**src/core/pss_pkg.sv**
```systemverilog
package pss_pkg;

  localparam int PC_W    = 13;
  localparam int IW      = 16;
  localparam int DW      = 4;
  localparam int DMA_W   = 8;
  localparam int PORT_W  = 27;
  localparam int SEG_W   = 29;
  localparam int STK_N   = 2;

  localparam logic [PC_W-1:0] PC_RESET   = 13'h0000;
  localparam logic [PC_W-1:0] ROM_LAST   = 13'h1BFF;
  localparam logic [2:0]      CALL_PAGE  = 3'h1;
  localparam logic [2:0]      TABLE_PAGE = 3'h0;

  // instruction field positions
  localparam int IC_LSB   = 10;
  localparam int MADR_LSB = 4;
  localparam int C_LSB    = 0;
  localparam int TGT_W    = 10;

  // operation codes
  localparam logic [2:0] OP_JUMP_TOP = 3'h5;
  localparam logic [5:0] OP_CALL     = 6'h2F;
  localparam logic [5:0] OP_LD       = 6'h24;
  localparam logic [5:0] OP_TBL      = 6'h3E;
  localparam logic [5:0] OP_MISC     = 6'h3F;
  localparam logic [3:0] SUB_NOOP    = 4'h0;
  localparam logic [3:0] SUB_RET     = 4'h1;
  localparam logic [3:0] SUB_RETSKIP = 4'h2;
  localparam logic [3:0] SUB_HALT    = 4'h3;
  localparam logic [3:0] SUB_WAIT    = 4'h4;

  typedef enum logic [2:0] {
    ST_FETCH = 3'h0,
    ST_RD_M  = 3'h1,
    ST_RD_R  = 3'h3,
    ST_EXEC  = 3'h2,
    ST_HALT  = 3'h6
  } pss_state_t;

  typedef struct packed {
    logic [PORT_W-1:0] port;
    logic [SEG_W-1:0]  seg;
  } pss_pins_t;

  typedef struct packed {
    logic [DMA_W-1:0] addr;
    logic [DW-1:0]    wdata;
    logic             we;
  } pss_dm_req_t;

  typedef struct packed {
    logic [DW-1:0] res;
    logic          wr;
    logic          skip;
    logic          cy;
    logic          cy_we;
  } pss_alu_out_t;

  typedef struct packed {
    pss_state_t    st;
    logic [PC_W-1:0] pc;
    logic [IW-1:0] ir;
    logic [DW-1:0] mval;
    logic [DW-1:0] rval;
    logic          cy;
    logic [IW-1:0] dreg;
    pss_pins_t     pins;
    logic          single;
    logic          dflt;
  } pss_core_t;

  typedef struct packed {
    logic [STK_N-1:0][PC_W-1:0] ent;
  } pss_stack_t;

  localparam pss_core_t CORE_RESET = '{
    st: ST_FETCH, pc: PC_RESET, ir: 16'h0000, mval: 4'h0, rval: 4'h0,
    cy: 1'b0, dreg: 16'h0000, pins: '0, single: 1'b0, dflt: 1'b1};

  function automatic logic [5:0] ic_of(input logic [IW-1:0] w);
    return w[IC_LSB +: 6];
  endfunction

  function automatic logic [DMA_W-1:0] maddr_of(input logic [IW-1:0] w);
    return {2'h0, w[MADR_LSB +: 6]};
  endfunction

  function automatic logic [DMA_W-1:0] raddr_of(input logic [IW-1:0] w);
    return {4'h0, w[C_LSB +: 4]};
  endfunction

  function automatic logic [PC_W-1:0] pc_step(input logic [PC_W-1:0] p,
                                              input logic [1:0]      n);
    return PC_W'(p + {11'h000, n});
  endfunction

endpackage

```
**src/core/pss_alu.sv**
```systemverilog
module pss_alu
  import pss_pkg::*;
(
  input  wire logic [5:0]    ic,     // operation code
  input  wire logic [DW-1:0] a,      // destination or tested operand
  input  wire logic [DW-1:0] b,      // source, immediate or mask
  input  wire logic          cy_in,  // carry flag before the operation
  output pss_alu_out_t       o       // result, write, skip and carry
);

  logic [3:0] lo;
  logic       cin;
  logic [4:0] ad;
  logic [4:0] sb;
  logic       arith;

  always_comb begin
    lo = ic[3:0];
    cin = cy_in & (lo[2:0] >= 3'h3) & (lo[2:0] <= 3'h5);
    ad = {1'b0, a} + {1'b0, b} + {4'h0, cin};
    sb = {1'b0, a} - {1'b0, b} - {4'h0, cin};
    arith = 1'b0;
    o = '0;
    case (ic[5:4])
      2'h0, 2'h1: begin
        // binary 4-bit add/subtract and logic, result back to memory
        o.wr = 1'b1;
        case (lo)
          4'h0, 4'h1, 4'h2, 4'h3, 4'h4, 4'h5: begin
            o.res = ad[3:0];
            o.cy = ad[4];
            arith = 1'b1;
          end
          4'h6: o.res = a | b;
          4'h7: o.res = a & b;
          4'h8, 4'h9, 4'hA, 4'hB, 4'hC, 4'hD: begin
            o.res = sb[3:0];
            o.cy = sb[4];
            arith = 1'b1;
          end
          4'hE: o.res = a ^ b;
          default: o.res = b;
        endcase
        o.cy_we = arith;
        if (arith && (lo[2:0] == 3'h1 || lo[2:0] == 3'h4)) begin
          o.skip = o.cy;
        end
        if (arith && (lo[2:0] == 3'h2 || lo[2:0] == 3'h5)) begin
          o.skip = ~o.cy;
        end
      end
      2'h2: begin
        case (lo)
          4'h0: o.skip = ((b & a) == a);
          4'h1: o.skip = ((b & a) == 4'h0);
          4'h2: o.skip = (a == b);
          4'h3: o.skip = (a != b);
          4'h4: begin
            o.res = b;
            o.wr = 1'b1;
          end
          4'h5: begin
            o.res = a;
            o.wr = 1'b1;
          end
          default: o.skip = 1'b0;
        endcase
      end
      default: begin
        // comparisons with immediate and multi-bit tests
        case (lo)
          4'h0: o.skip = (a < b);
          4'h1: o.skip = (a >= b);
          4'h2: o.skip = (a == b);
          4'h3: o.skip = (a != b);
          4'h4: o.skip = ((a & b) != b);
          4'h5: o.skip = ((a & b) == b);
          4'h6: o.skip = ((a & b) != 4'h0);
          4'h7: o.skip = ((a & b) == 4'h0);
          default: o.skip = 1'b0;
        endcase
      end
    endcase
  end

endmodule

```
**src/core/pss_sequencer.sv**
```systemverilog
// Overview of operation
// - a 13-bit up-counting program counter selects each fetched word
// - any system reset clears the program counter to address 0
// - a plain instruction advances the program counter by one
// - jump and call load the counter with the operand target address
// - a true skip condition advances the counter by two
// - a call pushes counter plus one into a 13-bit stack entry
// - plain return pops the newest stack entry into the counter; skipping return pops it plus one
// - the return stack holds two entries for two nesting levels
// - the ALU adds, subtracts, does logic, comparisons and multi-bit tests on 4 bits
// - no accumulator: operands come from data memory or the immediate field and results return to data memory
// - program memory is 7168 words of 16 bits, 0000H to 1BFFH, all jumpable
// - call targets lie only in page one, 400H to 7FFH
// - table load reads a 16-bit page-zero word into the data register
// - reset pin low holds reset; high starts execution at address 0
// - the clock-stop instruction halts the oscillator and all execution
// - reset makes ports inputs and returns the IF pin to frequency input
// - port latches are undefined after reset until software writes them
// - clock stop drives ports and segments low; single output keeps its latch
module pss_sequencer
  import pss_pkg::*;
(
  input  wire logic              clk,           // system clock
  input  wire logic              sys_rst,       // synchronous reset, active high
  input  wire logic              reset_pin_n,   // external reset pin, active low
  input  wire logic              hold_release,  // leaves oscillator halt
  output logic      [PC_W-1:0]   rom_addr,      // program memory address
  input  wire logic [IW-1:0]     rom_word,      // program memory word, same-cycle read
  output pss_dm_req_t            dm_req,        // data memory address, data and write
  input  wire logic [DW-1:0]     dm_rdata,      // data memory read data, same-cycle read
  output logic      [IW-1:0]     data_reg,      // table-load data register
  input  wire pss_pins_t         pin_latch,     // port and segment output latches
  input  wire logic              single_latch,  // dedicated single output latch
  output pss_pins_t              pin_out,       // port and segment pin levels
  output logic                   single_out,    // dedicated single output pin
  output logic                   osc_run,       // oscillator enable
  output logic                   pin_defaults,  // ports to input, IF pin to counter input
  output logic      [PC_W-1:0]   pc,            // program counter
  output logic                   carry          // carry or borrow flag
);

  pss_core_t    q;
  pss_core_t    d;
  pss_alu_out_t alu;
  logic         rst_core;
  logic [5:0]   ic;
  logic [3:0]   sub;
  logic [DW-1:0] op_a;
  logic [DW-1:0] op_b;
  logic         dest_r;
  logic         is_jump;
  logic         is_call;
  logic         is_ret;
  logic         is_retskip;
  logic         is_halt;
  logic         is_tbl;
  logic         in_exec;
  logic         push;
  logic         pop;
  logic [PC_W-1:0] stk_top;
  logic [PC_W-1:0] jump_tgt;
  logic [PC_W-1:0] call_tgt;
  logic [PC_W-1:0] table_addr;

  assign rst_core = sys_rst | ~reset_pin_n;

  // decode of the held instruction word
  always_comb begin
    ic = ic_of(q.ir);
    sub = q.ir[C_LSB +: 4];
    is_call = (ic == OP_CALL);
    // targets with top bits 111 would pass 1BFFH and decode as call instead
    is_jump = (ic[5:3] == OP_JUMP_TOP) && !is_call;
    is_ret = (ic == OP_MISC) && (sub == SUB_RET);
    is_retskip = (ic == OP_MISC) && (sub == SUB_RETSKIP);
    is_halt = (ic == OP_MISC) && (sub == SUB_HALT);
    is_tbl = (ic == OP_TBL);
    jump_tgt = q.ir[PC_W-1:0];
    call_tgt = {CALL_PAGE, q.ir[TGT_W-1:0]};
    table_addr = {TABLE_PAGE, q.ir[MADR_LSB +: 6], q.rval};
    dest_r = (ic[5:4] == 2'h1) || (ic == OP_LD);
    if (ic[5] == ic[4]) begin
      op_a = q.mval;
      op_b = q.ir[C_LSB +: 4];
    end else begin
      op_a = q.rval;
      op_b = q.mval;
    end
  end

  pss_alu u_alu (
    .ic    (ic),
    .a     (op_a),
    .b     (op_b),
    .cy_in (q.cy),
    .o     (alu)
  );

  assign in_exec = (q.st == ST_EXEC);
  assign push = in_exec & is_call;
  assign pop = in_exec & (is_ret | is_retskip);

  pss_stack u_stack (
    .clk  (clk),
    .rst  (rst_core),
    .push (push),
    .pop  (pop),
    .din  (pc_step(q.pc, 2'h1)),
    .top  (stk_top)
  );

  // memory address and write steering
  always_comb begin
    rom_addr = q.pc;
    dm_req = '0;
    case (q.st)
      ST_RD_M: dm_req.addr = maddr_of(q.ir);
      ST_RD_R: dm_req.addr = raddr_of(q.ir);
      ST_EXEC: begin
        if (is_tbl) begin
          rom_addr = table_addr;
        end
        dm_req.addr = dest_r ? raddr_of(q.ir) : maddr_of(q.ir);
        dm_req.wdata = alu.res;
        dm_req.we = alu.wr;
      end
      default: dm_req.addr = maddr_of(q.ir);
    endcase
  end

  always_comb begin
    d = q;
    d.dflt = 1'b0;
    // latches pass through as software left them; nothing initialises them here
    d.pins = pin_latch;
    d.single = single_latch;
    case (q.st)
      ST_FETCH: begin
        d.ir = rom_word;
        d.st = ST_RD_M;
      end
      ST_RD_M: begin
        d.mval = dm_rdata;
        d.st = ST_RD_R;
      end
      ST_RD_R: begin
        d.rval = dm_rdata;
        d.st = ST_EXEC;
      end
      ST_EXEC: begin
        if (alu.cy_we) begin
          d.cy = alu.cy;
        end
        if (is_tbl) begin
          d.dreg = rom_word;
        end
        if (is_jump) begin
          d.pc = jump_tgt;
        end else if (is_call) begin
          d.pc = call_tgt;
        end else if (is_ret) begin
          d.pc = stk_top;
        end else if (is_retskip) begin
          d.pc = pc_step(stk_top, 2'h1);
        end else if (alu.skip) begin
          d.pc = pc_step(q.pc, 2'h2);
        end else begin
          d.pc = pc_step(q.pc, 2'h1);
        end
        d.st = is_halt ? ST_HALT : ST_FETCH;
      end
      ST_HALT: begin
        d.pins = '0;
        if (hold_release) begin
          d.st = ST_FETCH;
        end
      end
      default: d.st = ST_FETCH;
    endcase
    if (d.st == ST_HALT) begin
      d.pins = '0;
    end
  end

  always_ff @(posedge clk) begin
    if (rst_core) begin
      q <= CORE_RESET;
    end else begin
      q <= d;
    end
  end

  assign osc_run = (q.st != ST_HALT);
  assign pin_out = q.pins;
  assign single_out = q.single;
  assign pin_defaults = q.dflt;
  assign data_reg = q.dreg;
  assign pc = q.pc;
  assign carry = q.cy;

endmodule

```
**src/core/pss_stack.sv**
```systemverilog
module pss_stack
  import pss_pkg::*;
(
  input  wire logic            clk,    // system clock
  input  wire logic            rst,    // synchronous reset, active high
  input  wire logic            push,   // store a return address
  input  wire logic            pop,    // discard the newest entry
  input  wire logic [PC_W-1:0] din,    // return address to store
  output logic      [PC_W-1:0] top     // newest entry
);

  pss_stack_t q;
  pss_stack_t d;

  always_comb begin
    d = q;
    if (push) begin
      // a third nested call drops the oldest address
      d.ent[1] = q.ent[0];
      d.ent[0] = din;
    end else if (pop) begin
      d.ent[0] = q.ent[1];
    end
  end

  always_ff @(posedge clk) begin
    if (rst) begin
      q <= '0;
    end else begin
      q <= d;
    end
  end

  assign top = q.ent[0];

endmodule

```
**config.mk**
```make
export PLATFORM = sky130hd
export DESIGN_NAME = pss_sequencer
export DESIGN_NICKNAME = d
export VERILOG_FILES = /design/src/core/pss_pkg.sv /design/src/core/pss_alu.sv /design/src/core/pss_sequencer.sv /design/src/core/pss_stack.sv
export SDC_FILE = /design/constraint.sdc
export NUM_CORES = 1
export LEC_CHECK = 0
export BUFFER_PORTS_ARGS = -buffer_cell sky130_fd_sc_hd__buf_4
export CAP_MARGIN = 20
export CORE_UTILIZATION = 40
export CTS_CLUSTER_DIAMETER = 50
export DETAILED_ROUTE_END_ITERATION = 10
export PLACE_DENSITY = 0.71
export REMOVE_ABC_BUFFERS = 1
export SYNTH_ARGS = -nofsm -noshare
export SYNTH_HDL_FRONTEND = slang
export SYNTH_SLANG_ARGS = --single-unit
```
**constraint.sdc**
```tcl
create_clock -name clk -period 5.4 [get_ports clk]
set_input_delay 0.81 -clock clk [delete_from_list [all_inputs] [get_ports clk]]
set_output_delay 0.81 -clock clk [all_outputs]
set_load 0.05 [all_outputs]
```
After elaboration in Yosys (flattened, before gate mapping)
Cells that the tools add are included.
{ "totals": {"in_bits": 81, "elab_cells": 129, "output_inout_bits": 115, "ff_bits": 141} }
{ "classes": {"reduce_logical": 23, "mux": 31, "eq_ne": 40, "magnitude_cmp": 4, "n_addsub": 7, "bitwise": 11} }
{ "op_table": {"columns": ["cell", "n"], "rows": [
  ["$mux 13", 9],
  ["$eq 4x4->1 const B", 7],
  ["$add 13x1->13 const B", 2],
  ["$eq 6x6->1 const B", 4],
  ["$pmux 4 s5", 1],
  ["$pmux 5 s2", 2],
  ["$eq 4x2->1 const B", 4],
  ["$eq 4x3->1 const B", 4],
  ["$eq 3x3->1 const B", 5],
  ["$pmux 3 s5", 1],
  ["$add 13x2->13 const B", 1],
  ["$eq 4x4->1", 3],
  ["$pmux 6 s2", 1],
  ["$reduce_or 12->1", 1],
  ["$reduce_or 6->1", 2],
  ["$eq 3x2->1 const B", 3],
  ["$eq 4x1->1 const B", 2],
  ["$logic_not 4->1", 2],
  ["$mux 4", 2],
  ["$ne 4x4->1", 2],
  ["$pmux 1 s8", 1],
  ["$eq 3x1->1 const B", 2],
  ["$logic_and 1x1->1", 6],
  ["$mux 1", 6],
  ["other kinds (33)", 43]
]} }

Logic depth before layout (Yosys ltp)
{ "depth": {"word_depth": 14, "mapped_depth": 19, "mapped_depth_nobuf": 16} }

Modules after synthesis
A second synthesis with hierarchy kept.
{ "hier_totals": {"cells_unflattened": 973, "hier_area_um2": 8077.7} }
{ "by_module_without_submodules": {"columns": ["module", "n_inst", "cells_each", "seq_area_each_um2", "area_per_inst_um2"], "rows": [
  ["pss_sequencer", 1, 706, 2302.2, 5799.3],
  ["pss_stack", 1, 114, 520.5, 1178.6],
  ["pss_alu", 1, 153, 0.0, 1099.8]
]} }

Worst setup path after synthesis
No wires, ideal clock.
{ "synth_path": {"path_type": "register to output", "start": "reg q, in the netlist ic[4]", "end": "out dm_req[4] (netlist name)", "path_stages_with_launch": 15, "path_buffers": 1, "t_arrival_ps": 3508, "path_slack_ps": 1082, "required_time_ps": 4590, "path_cell_list": "dfxtp_1 > inv_1 > ha_1 > clkbuf_1 > mux2_2 > inv_1 > fa_1 > ha_1 > nand2b_1 > a21oi_1 > xnor2_1 > nand2_1 > o211ai_1 > o211ai_1 > a21oi_1"} }
{ "synth_rtl": {"columns": ["item", "line_no", "text"], "rows": [
  ["start: declaration", "pss_sequencer.sv:42", "pss_core_t q;"],
  ["start signal: assignment", "pss_sequencer.sv:187", "q <= CORE_RESET;"],
  ["start signal: assignment", "pss_sequencer.sv:189", "q <= d;"],
  ["end: declaration", "pss_sequencer.sv:29", "output pss_dm_req_t dm_req,"]
]} }

Worst setup path in the final report
{ "layout_path": {"start": "reg q, in the netlist ic[5]", "end": "reg q, in the netlist pc[4]"} }
{ "layout_via": {"elab_chain_len": 14, "word_cells_on_any_way": 41, "classes_between": "4 x add/sub; 2 x order compare; 11 x eq/ne; 14 x mux; 2 x bitwise; 8 x reduce/logical"} }
{ "layout_rtl": {"columns": ["item", "line_no", "text"], "rows": [
  ["$eq 1x1->1", "pss_sequencer.sv:82", "if (ic[5] == ic[4]) begin"],
  ["$mux 4", "pss_sequencer.sv:82", null],
  ["$sub 4x4->5 or $add 4x4->5 (tied branches)", "pss_alu.sv:21, pss_alu.sv:20", null],
  ["$sub 5x1->5 or $add 5x1->5 (tied branches)", "pss_alu.sv:21, pss_alu.sv:20", null],
  ["$pmux 1 s2", "pss_alu.sv:28", "case (lo)"],
  ["$mux 1", "pss_alu.sv:24", "case (ic[5:4])"],
  ["$mux 1 or $not 1->1 (tied branches)", "pss_alu.sv:45, pss_alu.sv:49", null],
  ["$mux 1", "pss_alu.sv:48", "if (arith && (lo[2:0] == 3'h2 || lo[2:0] == 3'h5)) begin"],
  ["$pmux 1 s2", "pss_alu.sv:24", null],
  ["$mux 13", "pss_sequencer.sv:165", "end else if (alu.skip) begin"],
  ["$mux 13", "pss_sequencer.sv:163", "end else if (is_retskip) begin"],
  ["$mux 13", "pss_sequencer.sv:161", "end else if (is_ret) begin"],
  ["$mux 13", "pss_sequencer.sv:159", "end else if (is_call) begin"],
  ["$mux 13 *", "pss_sequencer.sv:157", "if (is_jump) begin"]
]} }
Every way passes the cells marked *; elsewhere a longest branch is shown, timed or not. The select of a mux whose other input is x is not followed.
A chain may end at the register's enable or synchronous reset.

==> results.json <==
{
  "start_util_pct": 41.30,
  "seq_area_um2": 2823,
  "cp_data_arrival_time_ns": 5.01,
  "fp.dieArea_um2": 20070,
  "synth_compound_area_share_pct": 15.30,
  "multi_input_area_um2": 4010,
  "synth-xor-area-share_pct": 2.132,
  "fin_cells": 1327,
  "fp.dieH_um": 141.7,
  "port_buffers": 193,
  "cts-root-buf": "clkbuf_16",
  "cts_tree": "yes",
  "max-cap-violations": 0,
  "fin_nets": 1168,
  "place_ws_ns": 0.7756,
  "dp.cells": 1295,
  "fillCellCount": 1855,
  "track_usage_pct": 21.64,
  "hold_violations": 0,
  "h-tree-depth": 4,
  "cts_sinks": 141,
  "largest_reg_flops": 56,
  "place_congestion": 0.9232,
  "syn_to_final_growth_pct": 19.80,
  "worst_pin_slew_ns": 0.9530,
  "crit_path_start_kind": "flop",
  "grt_pass1_wl_um": 33480,
  "fin_skew_ns": 0.009945,
  "grt.overflow.total": 0,
  "hp-start": "data_reg[3]",
  "synth_seq_area_share_pct": 36.17,
  "drive_gt1_share_pct": 25.02,
  "die_w_um": 141.7,
  "cts.path.max_buffers": 2,
  "rows": 50,
  "total_power_mw": 2.525,
  "synth_seq_cells": 141,
  "ff2ff_setup_slack_ns": 0.69,
  "vdd_drop_max_mv": 0.2351,
  "finish.utilization_pct": 49.48,
  "wire_per_inst_um": 16.11,
  "setup_viol": 0,
  "report.final.slew_viol_count": 0,
  "synthArstFlopShare_pct": 0,
  "wl_um": 21370,
  "r2r-start": "ic[5]",
  "cts_setup_buffers": 0,
  "synth.area.mux_share_pct": 3.640,
  "crit_type": "flop to flop",
  "vias": 6867,
  "grt_max_degree": 57,
  "remaining_drc_errors": 0,
  "cts_resized": 0,
  "slew_headroom_pct": 36.12,
  "rsz0062_at_grt": "false",
  "clock_latency_ns": 0.42,
  "grt_pass1_vias": 6404,
  "synthDistinctLibCells": 73,
  "fin_ws_ns": 0.6923,
  "cts_hold_buf": 0,
  "p_leak_nw": 3.918,
  "period_share_pct": 87.18,
  "hold_path_class": "flop to flop",
  "synth_top_family_by_area": "simple AND/OR/NAND/NOR gates",
  "synth-simple-area-share_pct": 24.42,
  "worstSetupEndpoint": "pc[4]",
  "ant_nets": 0,
  "avgSynthCellArea_um2": 7.987,
  "grt_antenna_before_repair": 0,
  "p_per_area_nw_per_um2": 270.1,
  "n_antenna_cell": 0,
  "max_freq_ghz": 0.2124,
  "avgViaCountPerCell": 5.175,
  "ios": 196,
  "ff2ff_path_depth": 15,
  "synth_area_um2": 7804,
  "r2r-end": "pc[4]",
  "layout_common_cells": "204 x buf_4, 175 x nand2_1, 141 x dfxtp_1",
  "finalWorstPathRequiredPeriod_ns": 4.708,
  "syn_inst": 977,
  "critPathMaxFanout": 8,
  "final_common_cell": "buf_4",
  "yosysWarnings": 0,
  "synthFlopType": "dfxtp_1",
  "cts_buffers": 17,
  "synth-edff-count": 0,
  "dr.pass1.iters": 5,
  "crit_start": "ic[5]",
  "hpwl_um": 15910,
  "drt_iter0_drc": 476,
  "fin_tns_setup_ns": 0,
  "synthAdderAreaFrac_pct": 5.676,
  "crit_required_ns": 5.70,
  "core_area_um2": 18890,
  "cp-end-kind": "flop",
  "clkTransAtPathRegs_ns": 0.07,
  "status": "finished clean"
}
[cell type report]
| class | count | share of cell area (%) |
|---|---|---|
| sequential | 141 | 30.19 |
| inverter | 22 | 0.8833 |
| timing repair buffer | 204 | 16.38 |
| clock buffer | 18 | 4.590 |
| multi-input combinational | 668 | 42.89 |
| tap | 260 | 3.480 |
| clock inverter | 14 | 1.579 |
[worst min path at each step]
stage	slack, ns	depth (start not counted)	end
detailed placement	0.45	2	data_reg[4]
global placement	0.44	2	data_reg[3]
floorplan	0.44	2	u_stack.q[14]
CTS	0.46	2	data_reg[2]
global route	0.47	2	data_reg[2]
finish	0.46	2	data_reg[3]
[cells by family after synthesis]
group           Yosys count
mux                      27
compound gates          193
flops                   141
simple gates            394
xor+xnor                 19
fa+ha+maj                33
other cells               1
buf+inv                 169
[per-layer routing]
metal / global-route usage, % / part of all wire [%] / vias to the layer above
met2: 35.36 / 47 / 296
met3: 6.210 / 8.7 / 32
met4: 7.583 / 2.2 / 0
li1: - / - / 3356
met1: 27.16 / 42 / 3183
met5: 0 / 0 / -
[cell usage after synthesis (3+ instances only)]
cell type,number,area (µm²)
dfxtp_1,141,2823
o211ai_1,6,45.04
or2_2,3,18.77
nor4_1,3,18.77
a21oi_1,101,505.5
nor2_1,58,217.7
buf_4,89,668.1
and2_1,66,412.9
fa_1,4,80.08
or3_1,7,43.79
nand3b_1,4,30.03
o311ai_0,3,26.28
nand4_1,9,56.30
xor2_1,7,61.31
ha_1,29,362.9
mux2i_1,16,160.2
inv_1,21,78.83
buf_1,4,15.01
buf_2,7,35.03
nand2b_1,6,37.54
nor3_1,14,70.07
a31oi_1,5,31.28
nand2_1,175,656.9
nor2b_1,9,56.30
nand3_1,19,95.09
a311oi_1,4,35.03
o21ai_0,32,160.2
a211oi_1,6,45.04
mux2_2,11,123.9
clkbuf_1,46,172.7
and3_1,7,43.79
xnor2_1,12,105.1
[critical path: stages, from the launching register on]
cell and delay (ns):
dfxtp_1 0.44, inv_1 0.10, ha_1 0.50, mux2_2 0.32, inv_1 0.11, fa_1 0.48, fa_1 0.43, nand2b_1 0.17
and4b_1 0.20, nor3_1 0.34, a21oi_1 0.10, or4b_4 0.55, nand3_1 0.12, and2_1 0.29, nor4_1 0.10, a2111oi_2 0.34
[metrics by stage]
stage / instance area, µm² / hold slack, ns
floorplan: 6905 / 0.4399
global placement: 8772 / 0.4415
detailed placement: 8772 / 0.4477
CTS: 9349 / 0.4598
global route: 9349 / 0.4741
finish: 9349 / 0.4583
[power by group]
| group | internal, mW | switching (mW) |
|---|---|---|
| Clock | 0.652 | 0.498 |
| Sequential | 1.06 | 0.0202 |
| Combinational | 0.115 | 0.175 |
No activity file was read; power rests on OpenSTA's default activity.
